===== src/core/acstc_consts.vh =====
/*
  constants for the converter scan and charge timer control block:
  register byte offsets, field positions, reset values.
  assumes 32-bit apb words, 16-bit control registers in the low half; status reads edge flags in bits 17:16.
*/
`ifndef ACSTC_CONSTS_VH
`define ACSTC_CONSTS_VH

`define ACSTC_OFF_CHARGE_CTRL1    12'h000
`define ACSTC_OFF_CONV_CTRL2      12'h004
`define ACSTC_OFF_SCAN_SELECT     12'h008
`define ACSTC_OFF_CHARGE_STATUS   12'h00C

`define ACSTC_RST_CHARGE_CTRL1    16'h0000
`define ACSTC_RST_CONV_CTRL2      16'h0000
`define ACSTC_RST_SCAN_SELECT     16'h0000

`define ACSTC_CC1_WMASK           16'hBF00
`define ACSTC_CC2_WMASK           16'hE77F

`define ACSTC_BIT_UNIT_ENABLE     15
`define ACSTC_BIT_IDLE_STOP       13
`define ACSTC_BIT_TIME_GEN        12
`define ACSTC_BIT_EDGE_SOURCE     11
`define ACSTC_BIT_EDGE_ORDER      10
`define ACSTC_BIT_DISCHARGE       9
`define ACSTC_BIT_CONV_TRIGGER    8

`define ACSTC_REFCFG_HI           15
`define ACSTC_REFCFG_LO           13
`define ACSTC_BIT_SCAN_ENABLE     10
`define ACSTC_BIT_BUF_HALF        7
`define ACSTC_SAMPLES_PER_EVENT_HI             6
`define ACSTC_SAMPLES_PER_EVENT_LO             2
`define ACSTC_BIT_BUF_MODE        1

`define ACSTC_REF_BOTH_SUPPLY     3'h0
`define ACSTC_REF_EXTP_GND        3'h1
`define ACSTC_REF_SUPPLY_EXTN     3'h2
`define ACSTC_REF_BOTH_EXT        3'h3

`endif


===== src/core/acstc_ctrl.v =====
/*
  converter scan and charge timer control: apb register file, charge timer
  edge delay generation, discharge and converter trigger, reference select,
  scan sequencing with buffer half tracking.
  assumes an apb master on pclk, analog front end taking the decoded controls.
*/
// Design decisions made here: the placing of the registers and the APB interface to the registers.
`default_nettype none
`include "acstc_consts.vh"

//////////////////////////////////////////////////////////////////////////////
// Functional notes
// - time generation bit enables edge delay generation; clear disables it
// - edge source bit picks hardware edges; zero means software edge bits only
// - edge order bit blocks second edge until first edge has occurred
// - discharge bit grounds current source output; clear leaves it floating
// - trigger bit lets charge timer start converter conversions
// - converter never auto-discharges sample-hold between conversions
// - three-bit reference field selects high and low references; 1xx means supplies
// - read-only buffer half bit shows which half is filling
// - scan includes inputs whose mask bit is one, skips others
// - selected input absent on device converts low reference instead
module acstc_ctrl #(
  parameter NUM_INPUTS  = 9,
  parameter BUF_WORDS   = 16,
  parameter DELAY_WIDTH = 16
) (
  input  wire        pclk,
  input  wire        presetn,
  input  wire        ce,
  input  wire        psel,
  input  wire        penable,
  input  wire        pwrite,
  input  wire [11:0] paddr,
  input  wire [31:0] pwdata,
  output reg  [31:0] prdata,
  output wire        pready,
  output wire        pslverr,
  input  wire [1:0]  hw_edge,
  input  wire        conv_done,
  output reg         current_source_ground,
  output reg         conv_start,
  output reg         sample_hold_discharge,
  output reg  [1:0]  high_reference,
  output reg  [1:0]  low_reference,
  output reg  [3:0]  conv_input_sel,
  output reg         conv_use_low_ref,
  output reg  [DELAY_WIDTH-1:0] edge_delay
);

  //////////////////////////////////////////////////////////////////////////
  // register file
  reg  [15:0] charge_timer_control_1;
  reg  [15:0] converter_control_2;
  reg  [15:0] converter_scan_select_low;
  reg         buffer_half_status;
  wire [1:0]  edge_status_bits;
  wire [1:0]  edge_accept;

  wire wr_en = psel & penable & pwrite;
  wire rd_en = psel & ~penable & ~pwrite;
  wire addr_hit = (paddr == `ACSTC_OFF_CHARGE_CTRL1) | (paddr == `ACSTC_OFF_CONV_CTRL2) |
                  (paddr == `ACSTC_OFF_SCAN_SELECT) | (paddr == `ACSTC_OFF_CHARGE_STATUS);

  // zero-wait slave; unmapped addresses answer with an error
  assign pready  = 1'b1;
  assign pslverr = psel & penable & ~addr_hit;

  wire wr_cc1    = wr_en & (paddr == `ACSTC_OFF_CHARGE_CTRL1);
  wire wr_cc2    = wr_en & (paddr == `ACSTC_OFF_CONV_CTRL2);
  wire wr_scan   = wr_en & (paddr == `ACSTC_OFF_SCAN_SELECT);
  wire wr_status = wr_en & (paddr == `ACSTC_OFF_CHARGE_STATUS);

  wire unit_on      = charge_timer_control_1[`ACSTC_BIT_UNIT_ENABLE];
  wire time_gen     = charge_timer_control_1[`ACSTC_BIT_TIME_GEN];
  wire discharge    = charge_timer_control_1[`ACSTC_BIT_DISCHARGE];
  wire trig_enable  = charge_timer_control_1[`ACSTC_BIT_CONV_TRIGGER];
  wire scan_enable  = converter_control_2[`ACSTC_BIT_SCAN_ENABLE];
  wire [2:0] reference_config = converter_control_2[`ACSTC_REFCFG_HI:`ACSTC_REFCFG_LO];

  // status word: write 1 to bit n sets edge n (software edges), bit n+2 clears it
  wire [1:0] sw_edge_set = (wr_status & ~charge_timer_control_1[`ACSTC_BIT_EDGE_SOURCE]) ?
                           pwdata[1:0] : 2'h0;
  wire [1:0] sw_edge_clr = wr_status ? pwdata[3:2] : 2'h0;

  always @(posedge pclk or negedge presetn) begin
    if (!presetn) begin
      charge_timer_control_1    <= `ACSTC_RST_CHARGE_CTRL1;
      converter_control_2       <= `ACSTC_RST_CONV_CTRL2;
      converter_scan_select_low <= `ACSTC_RST_SCAN_SELECT;
    end else if (ce) begin
      if (wr_cc1) begin
        charge_timer_control_1 <= pwdata[15:0] & `ACSTC_CC1_WMASK;
      end
      if (wr_cc2) begin
        // buffer half bit is hardware owned and never written
        converter_control_2 <= pwdata[15:0] & `ACSTC_CC2_WMASK;
      end
      if (wr_scan) begin
        converter_scan_select_low <= pwdata[15:0];
      end
    end
  end

  // read data registered in setup so it is stable through the access phase
  always @(posedge pclk or negedge presetn) begin
    if (!presetn) begin
      prdata <= 32'h00000000;
    end else if (ce && rd_en) begin
      case (paddr)
        `ACSTC_OFF_CHARGE_CTRL1:  prdata <= {16'h0000, charge_timer_control_1};
        `ACSTC_OFF_CONV_CTRL2:    prdata <= {16'h0000, converter_control_2[15:8],
                                             buffer_half_status, converter_control_2[6:0]};
        `ACSTC_OFF_SCAN_SELECT:   prdata <= {16'h0000, converter_scan_select_low};
        `ACSTC_OFF_CHARGE_STATUS: prdata <= {14'h0000, edge_status_bits, edge_delay};
        default:                  prdata <= 32'h00000000;
      endcase
    end
  end

  //////////////////////////////////////////////////////////////////////////
  // charge timer edges
  acstc_edge_unit u_edge (
    .pclk               (pclk),
    .presetn            (presetn),
    .ce                 (ce),
    .unit_on            (unit_on),
    .edge_source_select (charge_timer_control_1[`ACSTC_BIT_EDGE_SOURCE]),
    .edge_order_enable  (charge_timer_control_1[`ACSTC_BIT_EDGE_ORDER]),
    .hw_edge            (hw_edge),
    .sw_edge_set        (sw_edge_set),
    .sw_edge_clr        (sw_edge_clr),
    .edge_status_bits   (edge_status_bits),
    .edge_accept        (edge_accept)
  );

  // edge delay generation: counts cycles from first edge until second edge
  reg delay_running;
  always @(posedge pclk or negedge presetn) begin
    if (!presetn) begin
      delay_running <= 1'b0;
      edge_delay    <= {DELAY_WIDTH{1'b0}};
    end else if (ce) begin
      if (!unit_on || !time_gen) begin
        delay_running <= 1'b0;
      end else if (edge_accept[0] && !delay_running) begin
        delay_running <= 1'b1;
        edge_delay    <= {DELAY_WIDTH{1'b0}};
      end else if (delay_running) begin
        if (edge_accept[1]) begin
          delay_running <= 1'b0;
        end
        // saturate rather than wrap so a long gap never reads short
        if (edge_delay != {DELAY_WIDTH{1'b1}}) begin
          edge_delay <= edge_delay + {{(DELAY_WIDTH-1){1'b0}}, 1'b1};
        end
      end
    end
  end

  // discharge outputs: current source ground and sample-hold sink
  always @(posedge pclk or negedge presetn) begin
    if (!presetn) begin
      current_source_ground <= 1'b0;
      sample_hold_discharge <= 1'b0;
    end else if (ce) begin
      current_source_ground <= unit_on & discharge;
      // sample-hold sink only follows the software bit, never the conversion cycle
      sample_hold_discharge <= unit_on & discharge;
    end
  end

  //////////////////////////////////////////////////////////////////////////
  // reference selection
  always @(posedge pclk or negedge presetn) begin
    if (!presetn) begin
      high_reference <= 2'h0;
      low_reference  <= 2'h0;
    end else if (ce) begin
      // high: 0 supply, 1 external; low: 0 ground, 1 external
      case (reference_config)
        `ACSTC_REF_EXTP_GND: begin
          high_reference <= 2'h1;
          low_reference  <= 2'h0;
        end
        `ACSTC_REF_SUPPLY_EXTN: begin
          high_reference <= 2'h0;
          low_reference  <= 2'h1;
        end
        `ACSTC_REF_BOTH_EXT: begin
          high_reference <= 2'h1;
          low_reference  <= 2'h1;
        end
        // 000 and every 1xx pattern fall back to the analog supplies
        default: begin
          high_reference <= 2'h0;
          low_reference  <= 2'h0;
        end
      endcase
    end
  end

  //////////////////////////////////////////////////////////////////////////
  // scan sequencing and conversion start
  localparam [1:0] ST_IDLE = 2'h1;
  localparam [1:0] ST_CONV = 2'h2;
  reg  [1:0] state;
  reg  [4:0] buf_count;
  wire       trig_fire = unit_on & trig_enable & edge_accept[1];
  // discharge keeps the converter sampling, so no conversion starts meanwhile
  wire       start_ok  = trig_fire & ~(unit_on & discharge);

  // next selected input strictly after current, wrapping
  reg  [3:0] next_input;
  reg        next_found;
  integer    k;
  always @* begin
    next_input = conv_input_sel;
    next_found = 1'b0;
    for (k = 1; k <= 16; k = k + 1) begin
      if (!next_found && converter_scan_select_low[(conv_input_sel + k) % 16]) begin
        next_input = conv_input_sel + k[3:0];
        next_found = 1'b1;
      end
    end
  end

  always @(posedge pclk or negedge presetn) begin
    if (!presetn) begin
      state              <= ST_IDLE;
      conv_start         <= 1'b0;
      conv_input_sel     <= 4'h0;
      conv_use_low_ref   <= 1'b0;
      buf_count          <= 5'h00;
      buffer_half_status <= 1'b0;
    end else if (ce) begin
      conv_start <= 1'b0;
      case (state)
        ST_IDLE: begin
          if (start_ok) begin
            if (scan_enable && next_found) begin
              conv_input_sel   <= next_input;
              // absent inputs sample the low reference
              conv_use_low_ref <= ({28'h0000000, next_input} >= NUM_INPUTS);
            end else if (!scan_enable) begin
              conv_input_sel   <= 4'h0;
              conv_use_low_ref <= 1'b0;
            end
            conv_start <= 1'b1;
            state      <= ST_CONV;
          end
        end
        ST_CONV: begin
          if (conv_done) begin
            if ({27'h0000000, buf_count} == BUF_WORDS - 1) begin
              buf_count          <= 5'h00;
              buffer_half_status <= ~buffer_half_status;
            end else begin
              buf_count <= buf_count + 5'h01;
            end
            state <= ST_IDLE;
          end
        end
        default: state <= ST_IDLE;
      endcase
    end
  end

endmodule // acstc_ctrl

`default_nettype wire


===== src/core/acstc_edge_unit.v =====
/*
  charge timer edge unit: qualifies edge events from hardware or software,
  applies optional first-before-second ordering, holds edge status flags.
  assumes inputs synchronous to pclk.
*/
`default_nettype none

module acstc_edge_unit (
  input  wire        pclk,
  input  wire        presetn,
  input  wire        ce,
  input  wire        unit_on,
  input  wire        edge_source_select,
  input  wire        edge_order_enable,
  input  wire [1:0]  hw_edge,
  input  wire [1:0]  sw_edge_set,
  input  wire [1:0]  sw_edge_clr,
  output reg  [1:0]  edge_status_bits,
  output wire [1:0]  edge_accept
);

  wire [1:0] raw_edge;

  // hardware sources only count when selected; software sets otherwise
  assign raw_edge = edge_source_select ? hw_edge : sw_edge_set;
  assign edge_accept[0] = unit_on & raw_edge[0];
  // with edge ordering enabled, second edge needs the first one already seen (or arriving now)
  assign edge_accept[1] = unit_on & raw_edge[1] &
                          (~edge_order_enable | edge_status_bits[0] | edge_accept[0]);

  genvar g;
  generate
    for (g = 0; g < 2; g = g + 1) begin : g_flag
      always @(posedge pclk or negedge presetn) begin
        if (!presetn) begin
          edge_status_bits[g] <= 1'b0;
        end else if (ce) begin
          // set wins over a same-cycle clear
          if (edge_accept[g]) begin
            edge_status_bits[g] <= 1'b1;
          end else if (sw_edge_clr[g] || !unit_on) begin
            edge_status_bits[g] <= 1'b0;
          end
        end
      end
    end
  endgenerate

endmodule // acstc_edge_unit

`default_nettype wire


===== config.mk =====
export PLATFORM = sky130hd
export DESIGN_NAME = acstc_ctrl
export DESIGN_NICKNAME = d
export VERILOG_FILES = /design/src/core/acstc_ctrl.v /design/src/core/acstc_edge_unit.v
export VERILOG_INCLUDE_DIRS = /design/src /design/src/core
export SDC_FILE = /design/constraint.sdc
export NUM_CORES = 1
export LEC_CHECK = 0
export ABC_AREA = 0
export BUFFER_PORTS_ARGS = -buffer_cell sky130_fd_sc_hd__buf_2
export CORE_MARGIN = 2
export CORE_UTILIZATION = 43
export DETAILED_ROUTE_END_ITERATION = 8
export SLEW_MARGIN = 30
export SYNTH_ARGS = -nofsm -noshare
export SYNTH_HDL_FRONTEND = slang
export SYNTH_SLANG_ARGS = --single-unit
export TNS_END_PERCENT = 50

===== constraint.sdc =====
create_clock -name pclk -period 7 [get_ports pclk]
set_input_delay 0.35 -clock pclk [delete_from_list [all_inputs] [get_ports pclk]]
set_output_delay 0.35 -clock pclk [all_outputs]
set_load 0.01 [all_outputs]

[Word-level counts from Yosys, hierarchy flattened]
Cells that the tools add are included.
Word-level totals
  input port bits: 53
  register bits: 106
  logic and storage cells: 257
  output and inout bits: 62
Cells by class
  order comparisons: 17
  reductions and logical operators: 56
  equal/unequal tests: 13
  muxes and demuxes: 91
  add/sub/neg operators: 33
  bitwise gates (word level): 30
Operator list (number)
  less-than comparator 4 x 5 -> 1 bit, second input constant: 16
  2-to-1 mux 4 bit: 18
  one-hot mux 18 bit (4 select lines): 1
  adder 4 bit, second input constant: 16
  binary-select mux 1 bit (select 4 bit): 16
  2-to-1 mux 16 bit: 3
  2-to-1 mux 1 bit: 46
  adder 4 x 3 -> 4 bit, second input constant: 8
  == test 12 x 4 -> 1 bit, second input constant: 2
  logical AND 1 bit: 18
  zero test 1 bit: 18
  AND 1 bit: 17
  adder 16 x 1 -> 16 bit, second input constant: 1
  adder 4 x 2 -> 4 bit, second input constant: 4
  inequality test 16 bit, second input constant: 1
  adder 4 x 1 -> 4 bit, second input constant: 3
  == test 12 x 3 -> 1 bit, second input constant: 1
  zero test 12 bit: 1
  AND reduction 4 bit: 3
  2-to-1 mux 2 bit: 5
  AND reduction 2 bit: 5
  NOT 1 bit: 8
  nonzero test 2 bit: 4
  == test 3 x 2 -> 1 bit, second input constant: 2
  14 further kinds: 23

[Longest topological paths before layout]
Gate-level depths: netlist (run 1).
  word-level depth: 52
  gate-level depth with buffers: 17
  gate-level depth less buffers: 12

[Hierarchy]
Synthesis (run 1) repeated with hierarchy kept, for this count alone.
Unflattened totals
  cell total of the unflattened synthesis: 687
  area, all modules: 6925.4 um^2
Modules (own cells, without submodules)
  acstc_ctrl: cells each 673, instances 1, area an instance 6791.5 um^2
  acstc_edge_unit: cells each 14, instances 1, area an instance 133.9 um^2

[Worst setup path after synthesis (run 1)]
Ideal clock, no wire load.
  path kind: flip-flop to flip-flop
  start point: register conv_input_sel[1]
  end point: register conv_use_low_ref
  cell stages (with the launch flop): 17
  library setup time: 0.132 ns
  slack: 2.870 ns
  arrival: 3.999 ns
  period minus slack after synthesis: 4.130 ns
  path through: dfrtp_1 buf_4 buf_2 inv_2 ha_1 buf_2 buf_1 mux4_2 mux2_2 mux2_2 nor2_2 o221ai_1 o211ai_1 a221oi_2 o31ai_2 a2bb2oi_2 o21ai_1
On the way
  word-level cells in the longest chain between the ends: 52
  elaborated cells between the ends (all ways): 130
  those cells by class: add/sub (31); order compare (1); eq/ne (1); mux (65); reduce/logical (32)
RTL lines
  start: declaration: line acstc_ctrl.v:46  | output reg [3:0] conv_input_sel,
  start signal: assignment: line acstc_ctrl.v:242  | conv_input_sel <= next_input;
  parallel branches: the longest is 52 deep, another holds adder 4 x 1 -> 4 bit
  end signal: assignment: line acstc_ctrl.v:244  | conv_use_low_ref <= ({28'h0000000, next_input} >= NUM_INPUTS);
  end: declaration: line acstc_ctrl.v:47  | output reg conv_use_low_ref,
Parallel ways; which one is timed is not known. The select of a mux whose other input is x is not followed.
A chain may end at the register's enable or synchronous reset.

[Worst setup path in the final report (run 1)]
Same ends and word-level chain as after synthesis.

==> flow_metrics.tcl, run 1 <==
set metrics [dict create \
    totalWireLength_um 17800 \
    r2r_cells 13 \
    cts_buffers 9 \
    grt_max_degree 67 \
    cts_buffer_depth 2 \
    fp-row-count 45 \
    diodes 0 \
    num_vias 5396 \
    grt_overflow 0 \
    ys_types 77 \
    first_pass_iters 5 \
    ys_ff_latch 90 \
    drc_errors 0 \
    placed_cell_area_sq_mm 0.00703 \
    p_leak_nw 3.40 \
    final_cell_area_sq_mm 0.00733 \
    critPathKind "flip-flop to flip-flop" \
    status "completed" \
    fin_tns_setup_ns 0 \
    cts_root_buffer "clkbuf_16" \
    async_reset_ff_frac 1.00 \
    core_area_sq_mm 0.0150 \
    final.setup_skew_ns 0.00957 \
    drv_cap 0 \
    worst_pin_slew_ns 0.819 \
    drive_gt1_frac 0.296 \
    rsz0062_at_grt "false" \
    gp_congestion 0.909 \
    power_density_mw_per_mm2 142 \
    final-seq-area_sq_mm 0.00225 \
    period_share 0.672 \
    endpoint "conv_use_low_ref" \
    hold_path_class "primary input to flip-flop" \
    required_ns 7.21 \
    hold_violations 0 \
    clk_latency_ns 0.34 \
    yosysSeqAreaShare 0.344 \
    cts_tree "yes" \
    antenna_found_initial 0 \
    post-route-min-period_ns 4.71 \
    yosys_warnings 0 \
    grt_usage 0.226 \
    start_kind "flip-flop" \
    hpwl_um 13400 \
    multi_input_area_sq_mm 0.00402 \
    crit_start "conv_input_sel[1]" \
    areaGrowthSynthToFinish_pct 11.8 \
    numClockSinks 90 \
    synth_ff_type "dfrtp_1" \
    clk_pin_slew_worst_paths_ns 0.06 \
    die_h_um 127 \
    fillerInstances 1384 \
    synth-edff-count 0 \
    peakVddDrop_mv 0.114 \
    port_buffers 81 \
    crit_arrival_ns 4.92 \
    vias_per_cell 5.93 \
    nNetsFinal 780 \
    grt_pass1_vias 5207 \
    reg2reg_from "conv_input_sel[1]" \
    reg2reg_to "conv_use_low_ref" \
    synthesis.area_sq_mm 0.00656 \
    finalMaxSlewViolations 0 \
    r2r_slack_ns 2.29 \
    max_slew_margin 0.438 \
    critical_path.max_fanout 25 \
    h-tree-depth 3 \
    grt_pass1_wl_um 28800 \
    die_area_sq_mm 0.0163 \
    end_kind "flip-flop" \
    netlist_instances 652 \
    fmax_mhz 212 \
    start_util 0.436 \
    num_io_pins 115 \
    drtIter0Drc 380 \
    wl_per_cell_um 19.6 \
    die_width_um 127 \
    post-route-util 0.488 \
    finalSetupViolations 0 \
    ant_nets 0 \
    syn_area_per_cell_sq_um 10.1 \
]
==> logic make-up after synthesis <==
family / count (synthesis) / synth area share
xor gates and xnor gates: 25 / 0.0345
other: 2 / 0.00115
AOI/OAI and AO/OA: 133 / 0.144
DFF: 90 / 0.344
and+or+nand+nor: 208 / 0.163
muxes: 116 / 0.242
adders and majority gates: 10 / 0.0191
buffers and inverters: 68 / 0.0532
==> synth_stat cells, types with 5 or more instances <==
library cell / number / share of area
dfrtp_1: 89 / 0.34
nand2_1: 71 / 0.041
mux2_2: 60 / 0.10
nor2_1: 51 / 0.029
mux2i_1: 27 / 0.041
mux4_2: 27 / 0.093
o21ai_0: 22 / 0.017
a21oi_1: 21 / 0.016
buf_4: 19 / 0.022
clkbuf_1: 19 / 0.011
inv_1: 16 / 0.0092
o31ai_1: 14 / 0.016
nand3_1: 13 / 0.0099
xor2_1: 13 / 0.017
a211oi_1: 12 / 0.014
a22oi_1: 12 / 0.014
and3_1: 12 / 0.011
nor3_1: 11 / 0.0084
xnor2_1: 11 / 0.015
ha_1: 10 / 0.019
a31oi_1: 6 / 0.0057
buf_2: 6 / 0.0046
nor2b_1: 6 / 0.0057
nand2b_1: 5 / 0.0048
o22ai_1: 5 / 0.0048
==> sequential cells by signal (all words and copies together) (netlist names), 2 cells and up <==
register	flops
prdata	18
edge_delay	16
charge_timer_control_1	7
conv_input_sel	4
u_edge.edge_status_bits	2
converter_control_2	13
buf_count	5
state	2
converter_scan_select_low	16
==> worst max-delay path, cell delays in order, from the launching register on <==
cell,delay (ns)
dfrtp_1,0.33
buf_4,0.35
inv_2,0.22
ha_1,0.76
mux4_2,0.64
mux2_2,0.32
mux2_2,0.33
nor2_2,0.40
o221ai_1,0.23
o211ai_1,0.31
a221oi_2,0.10
o31ai_2,0.36
a2bb2oi_2,0.15
o21ai_1,0.07
==> layout by cell type, fill, tap and decap left out, types with 5 or more instances in the layout <==
cell type	count
ha_1	10
conb_1	17
nand2_1	71
clkbuf_16	9
and3_1	12
o31ai_1	14
xor2_1	13
buf_4	8
nand3_1	13
nor3_1	10
o22ai_1	5
mux2_2	60
mux4_2	27
xnor2_1	11
nand2b_1	5
a31oi_1	6
o21ai_0	22
nor2_1	51
mux2i_1	27
dfrtp_1	89
a211oi_1	12
a22oi_1	12
buf_2	80
inv_1	16
a21oi_1	21
nor2b_1	6
==> final cells by class <==
type                    count  area share
inverters                  18     0.00922
multi-input cells         509       0.548
well taps                 188      0.0321
clock inverters             4     0.00734
repair buffers             89      0.0642
clock buffers              12      0.0323
flip-flops and latches     90       0.307
==> per-stage QoR <==
step	setup WS [ns]	instances	total power, mW	hold WS, ns
final	2.29	910	1.04	0.260
after detailed placement	2.34	893	0.576	0.271
after CTS	2.32	910	1.05	0.250
after global routing	2.07	910	1.08	0.259
after floorplan	2.87	667	0.555	0.0544
after global placement	2.41	893	0.575	0.269
==> metal layers <==
layer	track usage	wire, um	up-vias
li1	-	-	2521
met4	0.0401	151	0
met1	0.329	8430	2695
met5	0	0	-
met3	0.0364	920	17
met2	0.363	8300	163
==> how the worst min path moves through the flow <==
| stage | from | endpoint | slack (ns) | cells after the start |
|---|---|---|---|---|
| after floorplan | presetn | buf_count[0] | 0.05 | 0 |
| after global placement | presetn | buf_count[0] | 0.27 | 1 |
| after detailed placement | presetn | buf_count[2] | 0.27 | 1 |
| after CTS | pwdata[5] | converter_scan_select_low[5] | 0.25 | 2 |
| after global routing | pwdata[5] | converter_control_2[5] | 0.26 | 2 |
| final | pwdata[5] | converter_scan_select_low[5] | 0.26 | 2 |
==> report_power, final <==
part / internal, mW / switching, mW
registers: 0.520 / 0.000235
clock network: 0.278 / 0.198
logic: 0.0135 / 0.0326
total: 0.812 / 0.231
==> repair_timing <==
| item | CTS | global route |
|---|---|---|
| setup endpoints to repair | 0 | 0 |
| setup buffers | 0 | 0 |
| endpoints found under the hold margin | 23 | 0 |
| gates resized for setup | 0 | 0 |
| hold buffers | 1 | 0 |
Note: power is estimated with default switching activity, not from simulation.
==> run 2: changes to the inputs <==
--- a/config.mk
+++ b/config.mk
@@ -6,7 +6,7 @@
 export SDC_FILE = /design/constraint.sdc
 export NUM_CORES = 1
 export LEC_CHECK = 0
-export ABC_AREA = 0
+export ABC_AREA = 1
 export BUFFER_PORTS_ARGS = -buffer_cell sky130_fd_sc_hd__buf_2
 export CORE_MARGIN = 2
 export CORE_UTILIZATION = 43
==> constraint.sdc (replaced) <==
create_clock -name pclk -period 4.4 [get_ports pclk]
set_input_delay 0.22 -clock pclk [delete_from_list [all_inputs] [get_ports pclk]]
set_output_delay 0.22 -clock pclk [all_outputs]
set_load 0.01 [all_outputs]
==> flow_metrics.tcl, run 2 <==
set metrics [dict create \
    fillerInstances 1544 \
    grt_max_degree 52 \
    p_total_mw 1.86 \
    synth_top_cell_area_share 0.348 \
    nNetsFinal 1051 \
    totalWireLength_um 17400 \
    cts_root_buffer "clkbuf_16" \
    reg2reg_from "conv_input_sel[0]" \
    crit_slowest_cell "dfrtp_1" \
    grt_pass1_vias 5520 \
    netlist_instances 911 \
    grt_overflow 0 \
    period_share 0.841 \
    ys_types 52 \
    drtIter0Drc 487 \
    yosysSeqAreaShare 0.353 \
    largest_register_ffs 18 \
    fin_ws_ns 0.700 \
    first_pass_iters 5 \
    synthTopCellsByArea "dfrtp_1 35%, nand2_1 15%, inv_1 8.1%" \
    final_cell_mix "253 x nand2_1, 138 x inv_1, 101 x nand3_1" \
    yosys_warnings 0 \
    clk_latency_ns 0.35 \
    end_kind "flip-flop" \
    critPathKind "flip-flop to flip-flop" \
    die_area_sq_mm 0.0159 \
    placed_cell_area_sq_mm 0.00691 \
    synth_ff_type "dfrtp_1" \
    die_h_um 126 \
    vias_per_cell 5.07 \
    cts_buffer_depth 2 \
    die_width_um 126 \
    timing.critical_path.mode_cell "nand2_1" \
    cp.buffers_inverters 5 \
    num_io_pins 115 \
    final-seq-area_sq_mm 0.00225 \
    largestRegisters "prdata: 18 flops, converter_scan_select_low: 16 flops, edge_delay: 16 flops" \
    rsz0062_at_grt "false" \
    synth.most_common_cell "nand2_1" \
    critical_path.max_fanout 22 \
    synthTopCellsByCount "254 x nand2_1, 138 x inv_1, 101 x nand3_1, 89 x dfrtp_1, 58 x nor2_1" \
    post-route-min-period_ns 3.70 \
    hp-start "pwdata[7]" \
    top_register "prdata" \
    port_buffers 81 \
    comb_power_share 0.067 \
    drv_cap 0 \
    num_vias 5964 \
    synth-edff-count 0 \
    final_cell_area_sq_mm 0.00725 \
    grt_pass1_wl_um 28500 \
    syn_area_per_cell_sq_um 7.02 \
    drc_errors 0 \
    finalMaxSlewViolations 0 \
    h-tree-depth 3 \
    p_int_mw 1.41 \
    ys_ff_latch 90 \
    drive_gt1_frac 0.154 \
    diodes 0 \
    peakVddDrop_mv 0.192 \
    p_switching_uw 444 \
    swShare 0.239 \
    hpwl_um 13200 \
    fin_tns_setup_ns 0 \
    power.share.clock 0.466 \
    finalSetupViolations 0 \
    p_leak_nw 4.19 \
    preCtsSetupSlack_ns 0.704 \
    crit_arrival_ns 3.94 \
    power_frac_seq 0.467 \
    antenna_found_initial 0 \
    hold_path_class "primary input to flip-flop" \
    hold_violations 0 \
    fmax_mhz 270 \
    mostFrequentLayoutCell "nand2_1" \
    start_util 0.440 \
    power_density_mw_per_mm2 256 \
    start_kind "flip-flop" \
    ant_nets 0 \
    synthesis.area_sq_mm 0.00639 \
    max_slew_margin 0.406 \
    cts_buffers 9 \
    async_reset_ff_frac 1.00 \
    clk_pin_slew_worst_paths_ns 0.07 \
    slowest_delay_ns 0.41 \
    status "completed" \
    required_ns 4.64 \
    fp-row-count 44 \
    core_area_sq_mm 0.0145 \
    areaGrowthSynthToFinish_pct 13.4 \
    grt_usage 0.225 \
    cp_top_family "simple AND/OR/NAND/NOR gates" \
    gp_congestion 0.887 \
    cts_tree "yes" \
    worst_pin_slew_ns 0.886 \
    multi_input_area_sq_mm 0.00337 \
    numClockSinks 90 \
    crit_start "conv_input_sel[0]" \
    final.setup_skew_ns 0.0133 \
    synth_largest_area_cell "dfrtp_1" \
    wl_per_cell_um 14.8 \
    whs_ns 0.0849 \
]
[run 2: cell count changes in the layout (fill, tap and decap cells not counted), moves of 11 or more]
cell / previous run / this run
o21ai_0: 22 / 42
inv_1: 16 / 138
a21oi_1: 21 / 41
mux2i_1: 27 / 15
mux2_2: 60 / 0
nand3_1: 13 / 101
a22oi_1: 12 / 1
a221oi_1: 2 / 17
mux4_2: 27 / 0
nand2_1: 71 / 253
a211oi_1: 12 / 1
[run 2: tightest hold or removal path, stage by stage]
cell and delay [ns]:
buf_2 0.08, mux2i_1 0.05, inv_1 0.05
[run 2: per-stage QoR]
step           instances   util
2_1_floorplan        926      -
3_3_place_gp        1160  0.475
3_5_place_dp        1160  0.475
4_1_cts             1177  0.499
5_1_grt             1177  0.499
6_report            1177  0.499
[run 2: layout make-up]
cell class	count	area share
multi-input combinational	646	0.464
timing repair buffer	95	0.0711
tap	184	0.0318
clock buffer	10	0.0330
inverter	146	0.0761
sequential	90	0.311
clock inverter	6	0.0129
[run 2: cell families (layout without fill, tap and decap cells)]
group | after synthesis | count (layout) | synth area share
muxes | 15 | 15 | 0.0235
buffers and inverters | 190 | 257 | 0.132
other | 2 | 17 | 0.00118
adders and majority gates | 10 | 10 | 0.0196
AOI/OAI and AO/OA | 132 | 132 | 0.128
xor gates and xnor gates | 10 | 10 | 0.0166
and+or+nand+nor | 462 | 462 | 0.327
DFF | 90 | 90 | 0.353
[run 2: repair_timing]
item                                   CTS  global route
endpoints found under the hold margin   39             0
hold buffers                             1             0
buffers inserted                         0             0
resized for setup                        0             0
[run 2: power by group through the flow]
stage | Combinational [mW] | Sequential [mW] | Clock, mW
global route | 0.149 | 0.871 | 0.921
finish | 0.124 | 0.867 | 0.866
detailed placement | 0.124 | 0.883 | 0
floorplan | 0.0792 | 0.883 | 0
global placement | 0.123 | 0.883 | 0
CTS | 0.126 | 0.867 | 0.882
[run 2: final timing paths]
check | cells after the start | slack (ns) | endpoint
worst max-delay path | 25 | 0.70 | conv_use_low_ref
worst min-delay path | 3 | 0.08 | converter_scan_select_low[7]
worst max register to register | 25 | 0.70 | conv_use_low_ref
worst min register to register | 2 | 0.48 | prdata[6]
max in group asynchronous | 3 | 2.95 | buffer_half_status
min in group asynchronous | 2 | 0.37 | edge_delay[2]
[run 2: per-layer routing]
layer / part of all wire / track usage / vias up / wire length [um]
li1: - / - / 3064 / -
met1: 0.50 / 0.334 / 2729 / 8710
met2: 0.44 / 0.348 / 150 / 7680
met3: 0.042 / 0.0297 / 21 / 732
met4: 0.016 / 0.0608 / 0 / 277
met5: 0 / 0 / - / 0
